File: src/logic/nand_status_pkg.sv
// Package with constants and types for the serial NAND status and flag register bank
// Function
// - Failed page program sets program fail flag
// - Program to protected region sets program fail
// - Program execute or reset clears program fail
// - Failed or locked erase sets erase fail
// - Erase start or reset clears erase fail
// - Write enable sets latch, disable clears it
// - Busy flag high during program/read/erase/reset
// - Busy flag low means interface ready
// - Drive strength resets 00b, survives soft reset
// - Block lock bit resets 1, survives soft reset
// - Status and block status are read only
// - Drive codes: full, 75%, 50%, 25%
package nand_status_pkg;

  // Clock and soft reset busy time
  localparam int CLK_PERIOD_NS = 50;
  localparam int SOFT_RESET_NS = 1000;
  localparam int SOFT_RESET_CYCLES = (SOFT_RESET_NS + CLK_PERIOD_NS - 1) / CLK_PERIOD_NS;
  localparam int RESET_COUNT_W = 8;

  // Avalon byte addresses
  localparam logic [7:0] ADDR_IRQ_STATUS = 8'h40;
  localparam logic [7:0] ADDR_IRQ_MASK = 8'h44;
  localparam logic [7:0] ADDR_STATUS = 8'hc0;
  localparam logic [7:0] ADDR_DRIVE = 8'hd0;
  localparam logic [7:0] ADDR_BLOCK = 8'hf0;

  // Field positions
  localparam int STATUS_OIP_BIT = 0;
  localparam int STATUS_WEL_BIT = 1;
  localparam int STATUS_EFAIL_BIT = 2;
  localparam int STATUS_PFAIL_BIT = 3;
  localparam int DRIVE_LO_BIT = 5;
  localparam int DRIVE_HI_BIT = 6;
  localparam int BLOCK_LOCK_BIT = 3;
  localparam int IRQ_PFAIL_BIT = 0;
  localparam int IRQ_EFAIL_BIT = 1;
  localparam int IRQ_DONE_BIT = 2;
  localparam int IRQ_WIDTH = 3;

  // Reset values
  localparam logic [1:0] DRIVE_RESET = 2'h0;
  localparam logic BLOCK_LOCK_RESET = 1'b1;
  localparam logic [IRQ_WIDTH-1:0] IRQ_MASK_RESET = 3'h0;

  // Opcodes seen on the serial link
  localparam logic [7:0] OP_WRITE_ENABLE = 8'h06;
  localparam logic [7:0] OP_WRITE_DISABLE = 8'h04;
  localparam logic [7:0] OP_PROGRAM_EXEC = 8'h10;
  localparam logic [7:0] OP_PAGE_READ = 8'h13;
  localparam logic [7:0] OP_BLOCK_ERASE = 8'hd8;
  localparam logic [7:0] OP_SOFT_RESET = 8'hff;

  // Output drive strength encoding
  typedef enum logic [1:0] {
    DRIVE_FULL = 2'h0,
    DRIVE_75 = 2'h1,
    DRIVE_50 = 2'h2,
    DRIVE_25 = 2'h3
  } drive_strength_t;

  // Operation handed to the array core
  typedef enum logic [1:0] {
    KIND_PROGRAM = 2'h0,
    KIND_READ = 2'h1,
    KIND_ERASE = 2'h2
  } core_kind_t;

  // Operation sequencer states
  typedef enum logic [2:0] {
    ST_IDLE,
    ST_PROGRAM,
    ST_READ,
    ST_ERASE,
    ST_RESETTING
  } op_state_t;

  // One received opcode
  typedef struct packed {
    logic valid;
    logic [7:0] code;
  } opcode_t;

endpackage : nand_status_pkg

File: src/logic/nand_opcode_receiver.sv
// Serial link opcode receiver sampled by the system clock
`timescale 1ns/1ps
`default_nettype none
module nand_opcode_receiver (
  input wire logic clk,
  input wire logic rst,
  input wire logic spi_sck,
  input wire logic spi_cs_n,
  input wire logic spi_mosi,
  output nand_status_pkg::opcode_t opcode
);

  // Synchroniser stages; stage one feeds only stage two
  logic [2:0] sync1;
  logic [2:0] sync2;
  logic sck_prev;
  logic [2:0] bit_count;
  logic [6:0] shift;
  logic done;
  logic sck_rise;

  // Two flops on every pin: the link clock is asynchronous to clk
  always_ff @(posedge clk) begin
    if (rst) begin
      sync1 <= 3'h7;
      sync2 <= 3'h7;
      sck_prev <= 1'b1;
    end else begin
      sync1 <= {spi_cs_n, spi_sck, spi_mosi};
      sync2 <= sync1;
      sck_prev <= sync2[1];
    end
  end

  // Rising edge of the synchronised link clock
  assign sck_rise = sync2[1] & ~sck_prev;

  // Shift in the first byte of each frame, MSB first; later bytes are ignored
  always_ff @(posedge clk) begin
    if (rst || sync2[2]) begin
      bit_count <= 3'h0;
      shift <= 7'h0;
      done <= 1'b0;
      opcode <= '0;
    end else begin
      opcode.valid <= 1'b0;
      if (sck_rise && !done) begin
        shift <= {shift[5:0], sync2[0]};
        bit_count <= bit_count + 3'h1;
        if (bit_count == 3'h7) begin
          done <= 1'b1;
          opcode.valid <= 1'b1;
          opcode.code <= {shift, sync2[0]};
        end
      end
    end
  end

endmodule : nand_opcode_receiver
`default_nettype wire

File: src/logic/nand_status_flag_logic.sv
// Status, flag and driver register bank of the serial NAND device
//
// Added by the designer: register access over Avalon-MM and the placing of the registers.
`timescale 1ns/1ps
`default_nettype none
module nand_status_flag_logic (
  input wire logic clk,
  input wire logic rst,
  // Avalon-MM slave
  input wire logic [7:0] address,
  input wire logic read,
  input wire logic write,
  input wire logic [31:0] writedata,
  output logic [31:0] readdata,
  output logic waitrequest,
  // Serial link pins
  input wire logic spi_sck,
  input wire logic spi_cs_n,
  input wire logic spi_mosi,
  // Array core, same clock
  input wire logic target_locked,
  input wire logic block_lock_sense,
  input wire logic core_done,
  input wire logic core_fail,
  output logic core_start,
  output nand_status_pkg::core_kind_t core_kind,
  // Pad control and status
  output nand_status_pkg::drive_strength_t drive_strength,
  output logic operation_in_progress,
  output logic irq
);

  // Received opcode
  nand_status_pkg::opcode_t opcode;
  // Sequencer state
  nand_status_pkg::op_state_t state;
  nand_status_pkg::op_state_t next_state;
  // Soft reset busy counter
  logic [nand_status_pkg::RESET_COUNT_W-1:0] reset_count;
  // Flags
  logic program_fail;
  logic erase_fail;
  logic write_enable_latch;
  logic selected_block_locked;
  // Interrupt registers
  logic [nand_status_pkg::IRQ_WIDTH-1:0] irq_status;
  logic [nand_status_pkg::IRQ_WIDTH-1:0] irq_mask;
  logic [nand_status_pkg::IRQ_WIDTH-1:0] irq_events;
  logic [nand_status_pkg::IRQ_WIDTH-1:0] next_irq_status;
  // Decoded commands and flag events
  logic cmd_program;
  logic cmd_erase;
  logic cmd_read;
  logic cmd_reset;
  logic pfail_set;
  logic efail_set;
  logic op_finished;
  logic bus_write;

  // Opcode receiver on the link side
  nand_opcode_receiver u_rx (
    .clk(clk),
    .rst(rst),
    .spi_sck(spi_sck),
    .spi_cs_n(spi_cs_n),
    .spi_mosi(spi_mosi),
    .opcode(opcode)
  );

  // True when a valid opcode equals the given code
  function automatic logic is_op(input nand_status_pkg::opcode_t op, input logic [7:0] code);
    is_op = op.valid && (op.code == code);
  endfunction : is_op

  // Command decode; array commands only start while idle
  assign cmd_program = (state == nand_status_pkg::ST_IDLE) && is_op(opcode, nand_status_pkg::OP_PROGRAM_EXEC);
  assign cmd_erase = (state == nand_status_pkg::ST_IDLE) && is_op(opcode, nand_status_pkg::OP_BLOCK_ERASE);
  assign cmd_read = (state == nand_status_pkg::ST_IDLE) && is_op(opcode, nand_status_pkg::OP_PAGE_READ);
  // Reset is honoured at any time, even mid-operation
  assign cmd_reset = is_op(opcode, nand_status_pkg::OP_SOFT_RESET);

  // Locked target fails at once; array failure is reported on completion
  assign pfail_set = (cmd_program && target_locked) ||
                     (state == nand_status_pkg::ST_PROGRAM && core_done && core_fail && !cmd_reset);
  assign efail_set = (cmd_erase && target_locked) ||
                     (state == nand_status_pkg::ST_ERASE && core_done && core_fail && !cmd_reset);

  // Next sequencer state
  always_comb begin
    next_state = state;
    case (state)
      nand_status_pkg::ST_IDLE: begin
        if (cmd_reset) begin
          next_state = nand_status_pkg::ST_RESETTING;
        end else if (cmd_program && !target_locked) begin
          next_state = nand_status_pkg::ST_PROGRAM; // Locked target stays idle, busy never rises
        end else if (cmd_erase && !target_locked) begin
          next_state = nand_status_pkg::ST_ERASE;
        end else if (cmd_read) begin
          next_state = nand_status_pkg::ST_READ;
        end
      end
      nand_status_pkg::ST_PROGRAM, nand_status_pkg::ST_READ, nand_status_pkg::ST_ERASE: begin
        if (cmd_reset) begin
          next_state = nand_status_pkg::ST_RESETTING;
        end else if (core_done) begin
          next_state = nand_status_pkg::ST_IDLE;
        end
      end
      nand_status_pkg::ST_RESETTING: begin
        if (reset_count == '0) begin
          next_state = nand_status_pkg::ST_IDLE;
        end
      end
      default: begin
        next_state = nand_status_pkg::ST_IDLE;
      end
    endcase
  end

  // State register and busy flag, registered from the same next value
  always_ff @(posedge clk) begin
    if (rst) begin
      state <= nand_status_pkg::ST_IDLE;
      operation_in_progress <= 1'b0;
    end else begin
      state <= next_state;
      operation_in_progress <= (next_state != nand_status_pkg::ST_IDLE);
    end
  end

  // Busy time of a soft reset; restarts if another reset arrives
  always_ff @(posedge clk) begin
    if (rst) begin
      reset_count <= '0;
    end else if (cmd_reset) begin
      reset_count <= nand_status_pkg::RESET_COUNT_W'(nand_status_pkg::SOFT_RESET_CYCLES - 1);
    end else if (reset_count != '0) begin
      reset_count <= reset_count - 1'b1;
    end
  end

  // Start pulse and kind to the array core
  always_ff @(posedge clk) begin
    if (rst) begin
      core_start <= 1'b0;
      core_kind <= nand_status_pkg::KIND_PROGRAM;
    end else begin
      core_start <= (state == nand_status_pkg::ST_IDLE) &&
                    (next_state != nand_status_pkg::ST_IDLE) &&
                    (next_state != nand_status_pkg::ST_RESETTING);
      if (next_state == nand_status_pkg::ST_ERASE) begin
        core_kind <= nand_status_pkg::KIND_ERASE;
      end else if (next_state == nand_status_pkg::ST_READ) begin
        core_kind <= nand_status_pkg::KIND_READ;
      end else if (next_state == nand_status_pkg::ST_PROGRAM) begin
        core_kind <= nand_status_pkg::KIND_PROGRAM;
      end
    end
  end

  // Program fail: set wins over the clear of the same cycle
  always_ff @(posedge clk) begin
    if (rst) begin
      program_fail <= 1'b0;
    end else if (pfail_set) begin
      program_fail <= 1'b1;
    end else if (cmd_program || cmd_reset) begin
      program_fail <= 1'b0;
    end
  end

  // Erase fail: cleared as the erase sequence starts
  always_ff @(posedge clk) begin
    if (rst) begin
      erase_fail <= 1'b0;
    end else if (efail_set) begin
      erase_fail <= 1'b1;
    end else if (cmd_erase || cmd_reset) begin
      erase_fail <= 1'b0;
    end
  end

  // Write enable latch; the host must see it set before program or erase
  always_ff @(posedge clk) begin
    if (rst) begin
      write_enable_latch <= 1'b0;
    end else if (is_op(opcode, nand_status_pkg::OP_WRITE_ENABLE)) begin
      write_enable_latch <= 1'b1;
    end else if (is_op(opcode, nand_status_pkg::OP_WRITE_DISABLE) || cmd_reset) begin
      write_enable_latch <= 1'b0;
    end
  end

  // Block lock status follows the protection logic; only power-up reset forces it
  always_ff @(posedge clk) begin
    if (rst) begin
      selected_block_locked <= nand_status_pkg::BLOCK_LOCK_RESET;
    end else begin
      selected_block_locked <= block_lock_sense;
    end
  end

  // A write is taken only at the edge where waitrequest is low
  assign bus_write = write && !waitrequest;

  // Drive strength: bus writes and power-up reset change it, soft reset does not
  always_ff @(posedge clk) begin
    if (rst) begin
      drive_strength <= nand_status_pkg::drive_strength_t'(nand_status_pkg::DRIVE_RESET);
    end else if (bus_write && address == nand_status_pkg::ADDR_DRIVE) begin
      drive_strength <= nand_status_pkg::drive_strength_t'(
        writedata[nand_status_pkg::DRIVE_HI_BIT:nand_status_pkg::DRIVE_LO_BIT]);
    end
  end

  // Interrupt events
  assign op_finished = (state != nand_status_pkg::ST_IDLE) && (next_state == nand_status_pkg::ST_IDLE);
  always_comb begin
    irq_events = '0;
    irq_events[nand_status_pkg::IRQ_PFAIL_BIT] = pfail_set;
    irq_events[nand_status_pkg::IRQ_EFAIL_BIT] = efail_set;
    irq_events[nand_status_pkg::IRQ_DONE_BIT] = op_finished;
    next_irq_status = irq_status;
    if (bus_write && address == nand_status_pkg::ADDR_IRQ_STATUS) begin
      next_irq_status = irq_status & ~writedata[nand_status_pkg::IRQ_WIDTH-1:0];
    end
    // New events win over a write-one-to-clear in the same cycle
    next_irq_status = next_irq_status | irq_events;
  end

  // Sticky status, mask and the level interrupt output
  always_ff @(posedge clk) begin
    if (rst) begin
      irq_status <= '0;
      irq_mask <= nand_status_pkg::IRQ_MASK_RESET;
      irq <= 1'b0;
    end else begin
      irq_status <= next_irq_status;
      if (bus_write && address == nand_status_pkg::ADDR_IRQ_MASK) begin
        irq_mask <= writedata[nand_status_pkg::IRQ_WIDTH-1:0];
        irq <= |(next_irq_status & writedata[nand_status_pkg::IRQ_WIDTH-1:0]);
      end else begin
        irq <= |(next_irq_status & irq_mask);
      end
    end
  end

  // Read mux; unmapped addresses read as zero
  function automatic logic [31:0] read_value(input logic [7:0] addr);
    read_value = '0;
    case (addr)
      nand_status_pkg::ADDR_STATUS: begin
        read_value[nand_status_pkg::STATUS_OIP_BIT] = operation_in_progress;
        read_value[nand_status_pkg::STATUS_WEL_BIT] = write_enable_latch;
        read_value[nand_status_pkg::STATUS_EFAIL_BIT] = erase_fail;
        read_value[nand_status_pkg::STATUS_PFAIL_BIT] = program_fail;
      end
      nand_status_pkg::ADDR_DRIVE: begin
        read_value[nand_status_pkg::DRIVE_HI_BIT:nand_status_pkg::DRIVE_LO_BIT] = drive_strength;
      end
      nand_status_pkg::ADDR_BLOCK: begin
        read_value[nand_status_pkg::BLOCK_LOCK_BIT] = selected_block_locked;
      end
      nand_status_pkg::ADDR_IRQ_STATUS: begin
        read_value[nand_status_pkg::IRQ_WIDTH-1:0] = irq_status;
      end
      nand_status_pkg::ADDR_IRQ_MASK: begin
        read_value[nand_status_pkg::IRQ_WIDTH-1:0] = irq_mask;
      end
      default: begin
        read_value = '0;
      end
    endcase
  endfunction : read_value

  // One wait cycle per access; status and block addresses ignore writes
  always_ff @(posedge clk) begin
    if (rst) begin
      waitrequest <= 1'b1;
      readdata <= '0;
    end else if (waitrequest && (read || write)) begin
      waitrequest <= 1'b0;
      readdata <= read ? read_value(address) : 32'h0;
    end else begin
      waitrequest <= 1'b1;
    end
  end
endmodule : nand_status_flag_logic
`default_nettype wire

File: config.mk
export PLATFORM = sky130hd
export DESIGN_NAME = nand_status_flag_logic
export DESIGN_NICKNAME = d
export VERILOG_FILES = /design/src/logic/nand_status_pkg.sv /design/src/logic/nand_opcode_receiver.sv /design/src/logic/nand_status_flag_logic.sv
export SDC_FILE = /design/constraint.sdc
export NUM_CORES = 1
export LEC_CHECK = 0
export BUFFER_PORTS_ARGS = -buffer_cell sky130_fd_sc_hd__buf_2
export CAP_MARGIN = 25
export CORE_MARGIN = 1.5
export CORE_UTILIZATION = 40
export DETAILED_ROUTE_END_ITERATION = 12
export PLACE_DENSITY_LB_ADDON = 0.2
export SLEW_MARGIN = 20
export SYNTH_ARGS = -nofsm -noshare
export SYNTH_HDL_FRONTEND = slang
export SYNTH_SLANG_ARGS = --single-unit
export TNS_END_PERCENT = 30
File: constraint.sdc
create_clock -name clk -period 5.1 [get_ports clk]
set_clock_uncertainty 0.2 [all_clocks]
set_input_delay 0.255 -clock clk [delete_from_list [all_inputs] [get_ports clk]]
set_output_delay 0.255 -clock clk [all_outputs]
set_load 0.05 [all_outputs]
==> results.yml, run 1 <==
run_status:
  status: "finished clean"
finish:
  design_area_mm2: 0.00320
  nets: 428
  antenna_cells: 0
  area_delta_synth_final_pct: 15.4
  drive_gt1_share_pct: 19.0
  layout_common_cells: "dfxtp_1, nand2_1, buf_2"
  final_core_util_pct: 47.4
  mostFrequentLayoutCell: "dfxtp_1"
floorplan:
  fp.dieH_um: 86.3
  io_pins: 91
  die_area_mm2: 0.00745
  dieWidth_um: 86.3
  coreArea_mm2: 0.00676
  start_util_pct: 41.1
  rows: 30
place:
  place_area_mm2: 0.00292
  port_buffers: 37
  dp_slack_ns: 2.77
  gp_congestion: 0.799
  dpl.hpwl_um: 3780
global_routing:
  grt_max_degree: 40
  grt_pass1_wl_um: 9010
  grtUsageTotal_pct: 15.6
  antenna_found_initial: 0
  grt_overflow: 0
  grt_pass1_vias: 2015
synthesis:
  synthCells: 331
  ys.flop_type: "dfxtp_1"
  synthArstFlopShare_pct: 0
  yosysSeqAreaShare_pct: 44.7
  synthMuxAreaShare_pct: 3.38
  synthSimpleGateAreaFrac_pct: 26.0
  synth_area_mm2: 0.00278
  synth_top_family_by_area: "simple AND/OR/NAND/NOR gates"
  synth-compound-area-share_pct: 13.3
  yosysTopAreaCell: "dfxtp_1"
  yosys.area_share.adder_pct: 1.35
  synth_xor_area_share_pct: 1.58
  synth.distinct_cells: 44
  synth.avg_cell_area_um2: 8.39
  ys_ff_latch: 62
  synth-edff-count: 0
  yosys_warnings: 0
  ys_top_cells_by_area: "dfxtp_1, buf_4, nand2_1"
  synth_top_area_share_pct: 44.7
route:
  wl_per_cell_um: 11.6
  drt.antenna.violating_nets: 0
  dr_total_vias: 2248
  finalWirelength_um: 5310
  drt_iter0_markers: 133
  drc: 0
  dr.pass1.iters: 4
  via_per_inst: 4.91
pwr:
  p_int_w: 0.000890
  power.density_mw_per_mm2: 382
  p_sw_w: 0.000335
  seqPwrFrac_pct: 43.9
  pwr-share-comb_pct: 17.5
  power_frac_clock_pct: 38.6
  power_leakage_nw: 1.30
  peakVddDrop_mv: 0.219
  p_sw_share_pct: 27.4
worst_setup_path:
  end_kind: "flop"
  path_delay_family: "simple AND/OR/NAND/NOR gates"
  worstPathCellList: "nor3b_1, nand3_1, o31ai_1, nand4_1, or2_2, a21oi_1"
  worst_path_largest_cell_delay_ns: 0.48
  timing.critical_path.buf_inv: 0
  cp_max_fo: 6
  arrival_ns: 2.42
  required_ns: 5.16
  cp_slowest_cell: "nor3b_1"
  crit_type: "flop to flop"
  startpoint_type: "flop"
sta:
  postLayoutSetupSlackWorst_ns: 2.75
  post-route-min-period_ns: 2.35
  tightest_slew_ns: 0.768
  timing_hold_violations_final: 0
  maxSlewHeadroom_pct: 48.4
  setup_violations: 0
  fmax_mhz: 425
  post-route-period-util_pct: 46.2
  hold_ws_ns: 0.0153
  setup-tns-final_ns: 0
  slew_viol_final: 0
  rsz0062_at_grt: "no"
clock_tree:
  clkSlewWorstSetupHoldPaths_ns: 0.06
  cts-resized-gates: 0
  cts_max_level: 3
  cts_tree: "yes"
  clock_path_buffers: 2
  cts_made_buffers: 9
  cts-root-buf: "clkbuf_8"
  worstSkewPairLatency_ns: 0.33
  clock_sinks: 62
run:
  cap_violations: 0
worst_hold_path:
  hold_path.class: "input port to flop"
==> cells in the mapped netlist (all sizes together), types with 2 or more instances <==
library cell and count:
xnor2 5, o31ai 2, nor2b 4, a211oi 3, a22oi 5, and3 3
nand2 47, o21ai 3, nor4 5, a22o 2, a221oi 2, nor3b 3
nor2 35, nor3 11, mux2i 6, dfxtp 62, a31oi 5, nand4 3
buf 26, mux2 3, or2 13, or3 2, inv 8, a21oi 29
clkbuf 10, nand3 13, a2bb2oi 3, ha 3, or3b 3
==> final cells by class <==
type,count,area (µm²)
clock buffer,11,151
clock inverter,4,70.1
fill,663,3550
inverter,8,30.0
multi-input combinational,250,1370
sequential,62,1240
tap,80,100
timing repair buffer,43,245
==> power groups by stage <==
stage | Clock, W | Combinational (W) | Sequential (W)
after floorplan | 0 | 0.000192 | 0.000544
after global placement | 0 | 0.000209 | 0.000547
after detailed placement | 0 | 0.000212 | 0.000548
after CTS | 0.000487 | 0.000216 | 0.000537
after global routing | 0.000511 | 0.000243 | 0.000540
final | 0.000473 | 0.000215 | 0.000537
==> path summary, 6_finish.rpt <==
check | cells past startpoint | start | slack, ns | to
max reg2reg | 6 | u_rx.opcode[4] | 2.75 | core_kind[1]
max | 6 | u_rx.opcode[4] | 2.75 | core_kind[1]
min reg2reg | 1 | u_rx.sync1[2] | 0.21 | u_rx.sync2[2]
min | 3 | writedata[0] | 0.02 | irq_mask[0]
==> per-stage QoR <==
stage	power [W]	instances
floorplan	0.000737	356
CTS	0.00124	458
global placement	0.000756	437
global route	0.00129	458
detailed placement	0.000760	437
finish	0.00123	458
==> metal layers <==
metal	up-vias	wire, µm	track usage, %
met5	-	0	0
met4	0	87	6.01
met3	8	253	6.00
met2	49	2270	23.0
met1	1006	2690	20.5
li1	1185	-	-
==> logic make-up (layout without fill, tap and decap cells) <==
group	Yosys count	in the layout
adders and majority gates	3	3
and+or+nand+nor	148	148
muxes	9	9
buffers and inverters	44	66
other	1	26
xor gates and xnor gates	5	5
DFF	62	62
AOI/OAI and AO/OA	59	59
==> sequential cells by signal, indices dropped and copies added, names as in the netlist, 2 cells and up <==
signal,cells
u_rx.opcode,9
reset_count,8
u_rx.shift,7
readdata,6
irq_mask,3
irq_status,3
state,3
u_rx.bit_count,3
u_rx.sync1,3
u_rx.sync2,3
core_kind,2
drive_strength,2
==> worst min-delay path, stage by stage <==
cell     delay [ns]
buf_2          0.12
mux2i_1        0.07
nor2_1         0.07
==> timing repair <==
| item | in CTS | in global routing |
|---|---|---|
| endpoints found under the hold margin | 6 | 0 |
| buffers inserted | 0 | 0 |
| hold buffers | 6 | 0 |
(Power assumes the default switching activity.)
==> run 2: changes to the inputs <==
- clock period: 5.1 -> 2.4 ns (I/O delays scaled with it)
==> results.yml, run 2 (synthesized netlist as in run 1, its figures left out) <==
sta:
  fmax_mhz: 476
  timing_hold_violations_final: 0
  slew_viol_final: 0
  setup_violations: 0
  setup-tns-final_ns: 0
  rsz0062_at_grt: "no"
  post-route-period-util_pct: 87.6
  post-route-min-period_ns: 2.10
clock_tree:
  worstSkewPairLatency_ns: 0.34
  cts_made_buffers: 9
  clkSlewWorstSetupHoldPaths_ns: 0.07
  cts-root-buf: "clkbuf_8"
  cts_max_level: 3
  clock_sinks: 62
  clock_path_buffers: 2
  cts_setup_buffers: 0
  cts_tree: "yes"
floorplan:
  io_pins: 91
  die_area_mm2: 0.00745
  start_util_pct: 41.1
  rows: 30
  fp.dieH_um: 86.3
  dieWidth_um: 86.3
  coreArea_mm2: 0.00676
worst_hold_path:
  hold_path.class: "input port to flop"
  hold_depth: 4
global_routing:
  grt_pass1_wl_um: 9050
  antenna_found_initial: 0
  grt_max_degree: 25
  grt_overflow: 0
  grt_pass1_vias: 2014
  grtUsageTotal_pct: 15.7
worst_setup_path:
  worst_path_largest_cell_delay_ns: 0.37
  crit_type: "flop to flop"
  cp_slowest_cell: "dfxtp_1"
  startpoint_type: "flop"
  required_ns: 2.42
  cp_max_fo: 7
  end_kind: "flop"
  worstPathCellList: "nor3_1, nand3_1, o31a_1, or2_1, a32oi_1, o2bb2ai_1"
  worst_r2r_path_depth: 6
  arrival_ns: 2.12
finish:
  layout_common_cells: "dfxtp_1, nand2_1, buf_2"
  nets: 444
  regArea_mm2: 0.00124
  final_core_util_pct: 49.1
  multi_input_area_mm2: 0.00137
  regMostFlops: "u_rx.opcode"
  largest_reg_flops: 9
  top_regs: "u_rx.opcode: 9 flops, reset_count: 8 flops, u_rx.shift: 7 flops"
  n_fill_cell: 670
  area_delta_synth_final_pct: 19.5
  antenna_cells: 0
  mostFrequentLayoutCell: "dfxtp_1"
  drive_gt1_share_pct: 20.3
route:
  wl_per_cell_um: 11.5
  via_per_inst: 4.84
  dr_total_vias: 2299
  drc: 0
  drt_iter0_markers: 91
  dr.pass1.iters: 4
  drt.antenna.violating_nets: 0
  finalWirelength_um: 5450
run_status:
  status: "finished clean"
place:
  dpl.hpwl_um: 3840
  port_buffers: 37
  gp_congestion: 0.831
run:
  cap_violations: 0
pwr:
  power_leakage_nw: 1.38
  peakVddDrop_mv: 0.410
  power.density_mw_per_mm2: 747
[run 2: cell types whose count changed in the layout (fill, tap and decap cells not counted), sizes merged]
cell / change
clkbuf: -1
bufinv: -1
buf: +8
dlymetal6s4s: +2
dlygate4sd3: +6
clkinvlp: +3
[run 2: where the power goes]
| group | switching, W | internal [W] | total (W) |
|---|---|---|---|
| Combinational | 0.000292 | 0.000175 | 0.000467 |
| Clock | 0.000397 | 0.000475 | 0.000872 |
| Sequential | 0.0000485 | 0.00109 | 0.00114 |
| Total | 0.000738 | 0.00174 | 0.00248 |
[run 2: path summary, 6_finish.rpt]
check / startpoint / endpoint / slack [ns]
setup / recovery: state[2] / irq / 0.30
hold / removal: read / readdata[1] / 0.03
setup reg to reg: state[2] / irq / 0.30
hold reg to reg: u_rx.sync1[2] / u_rx.sync2[2] / 0.21
[run 2: per-stage QoR]
stage | power (W) | instances | setup WS, ns | hold slack [ns] | area [µm²]
2_1_floorplan | 0.00157 | 356 | 0.359 | 0.0238 | 2870
3_3_place_gp | 0.00161 | 445 | 0.232 | 0.104 | 2980
3_5_place_dp | 0.00162 | 445 | 0.210 | 0.105 | 2980
4_1_cts | 0.00251 | 475 | 0.0409 | 0.0106 | 3310
5_1_grt | 0.00263 | 475 | 0.102 | 0.0468 | 3320
6_report | 0.00248 | 475 | 0.297 | 0.0316 | 3320
[run 2: layout make-up]
type	count	share of cell area, %
Sequential cell	62	37.4
Timing Repair Buffer	59	11.8
Clock inverter	6	1.89
Multi-Input combinational cell	250	41.2
Tap cell	80	3.02
Inverter	8	0.905
Clock buffer	10	3.85
[run 2: per-layer routing]
metal / part of all wire, % / wire length, µm / GRT usage (%)
met1: 49 / 2680 / 20.2
met5: 0 / 0 / 0
met4: 0.33 / 18 / 3.96
met2: 45 / 2480 / 24.2
met3: 5.0 / 274 / 6.86
[run 2: worst max-delay path: cells and delay by family, from the launching register on]
| family | cells | cell delay [ns] |
|---|---|---|
| flip-flops | 1 | 0.37 |
| AO/OA/AOI/OAI | 3 | 0.70 |
| AND/OR/NAND/NOR | 3 | 0.72 |
[run 2: timing repair]
action                                  in CTS  in global routing
resized for setup                            0                  2
hold buffers                                14                  0
endpoints found under the setup margin       0                  2
endpoints found under the hold margin       21                  0
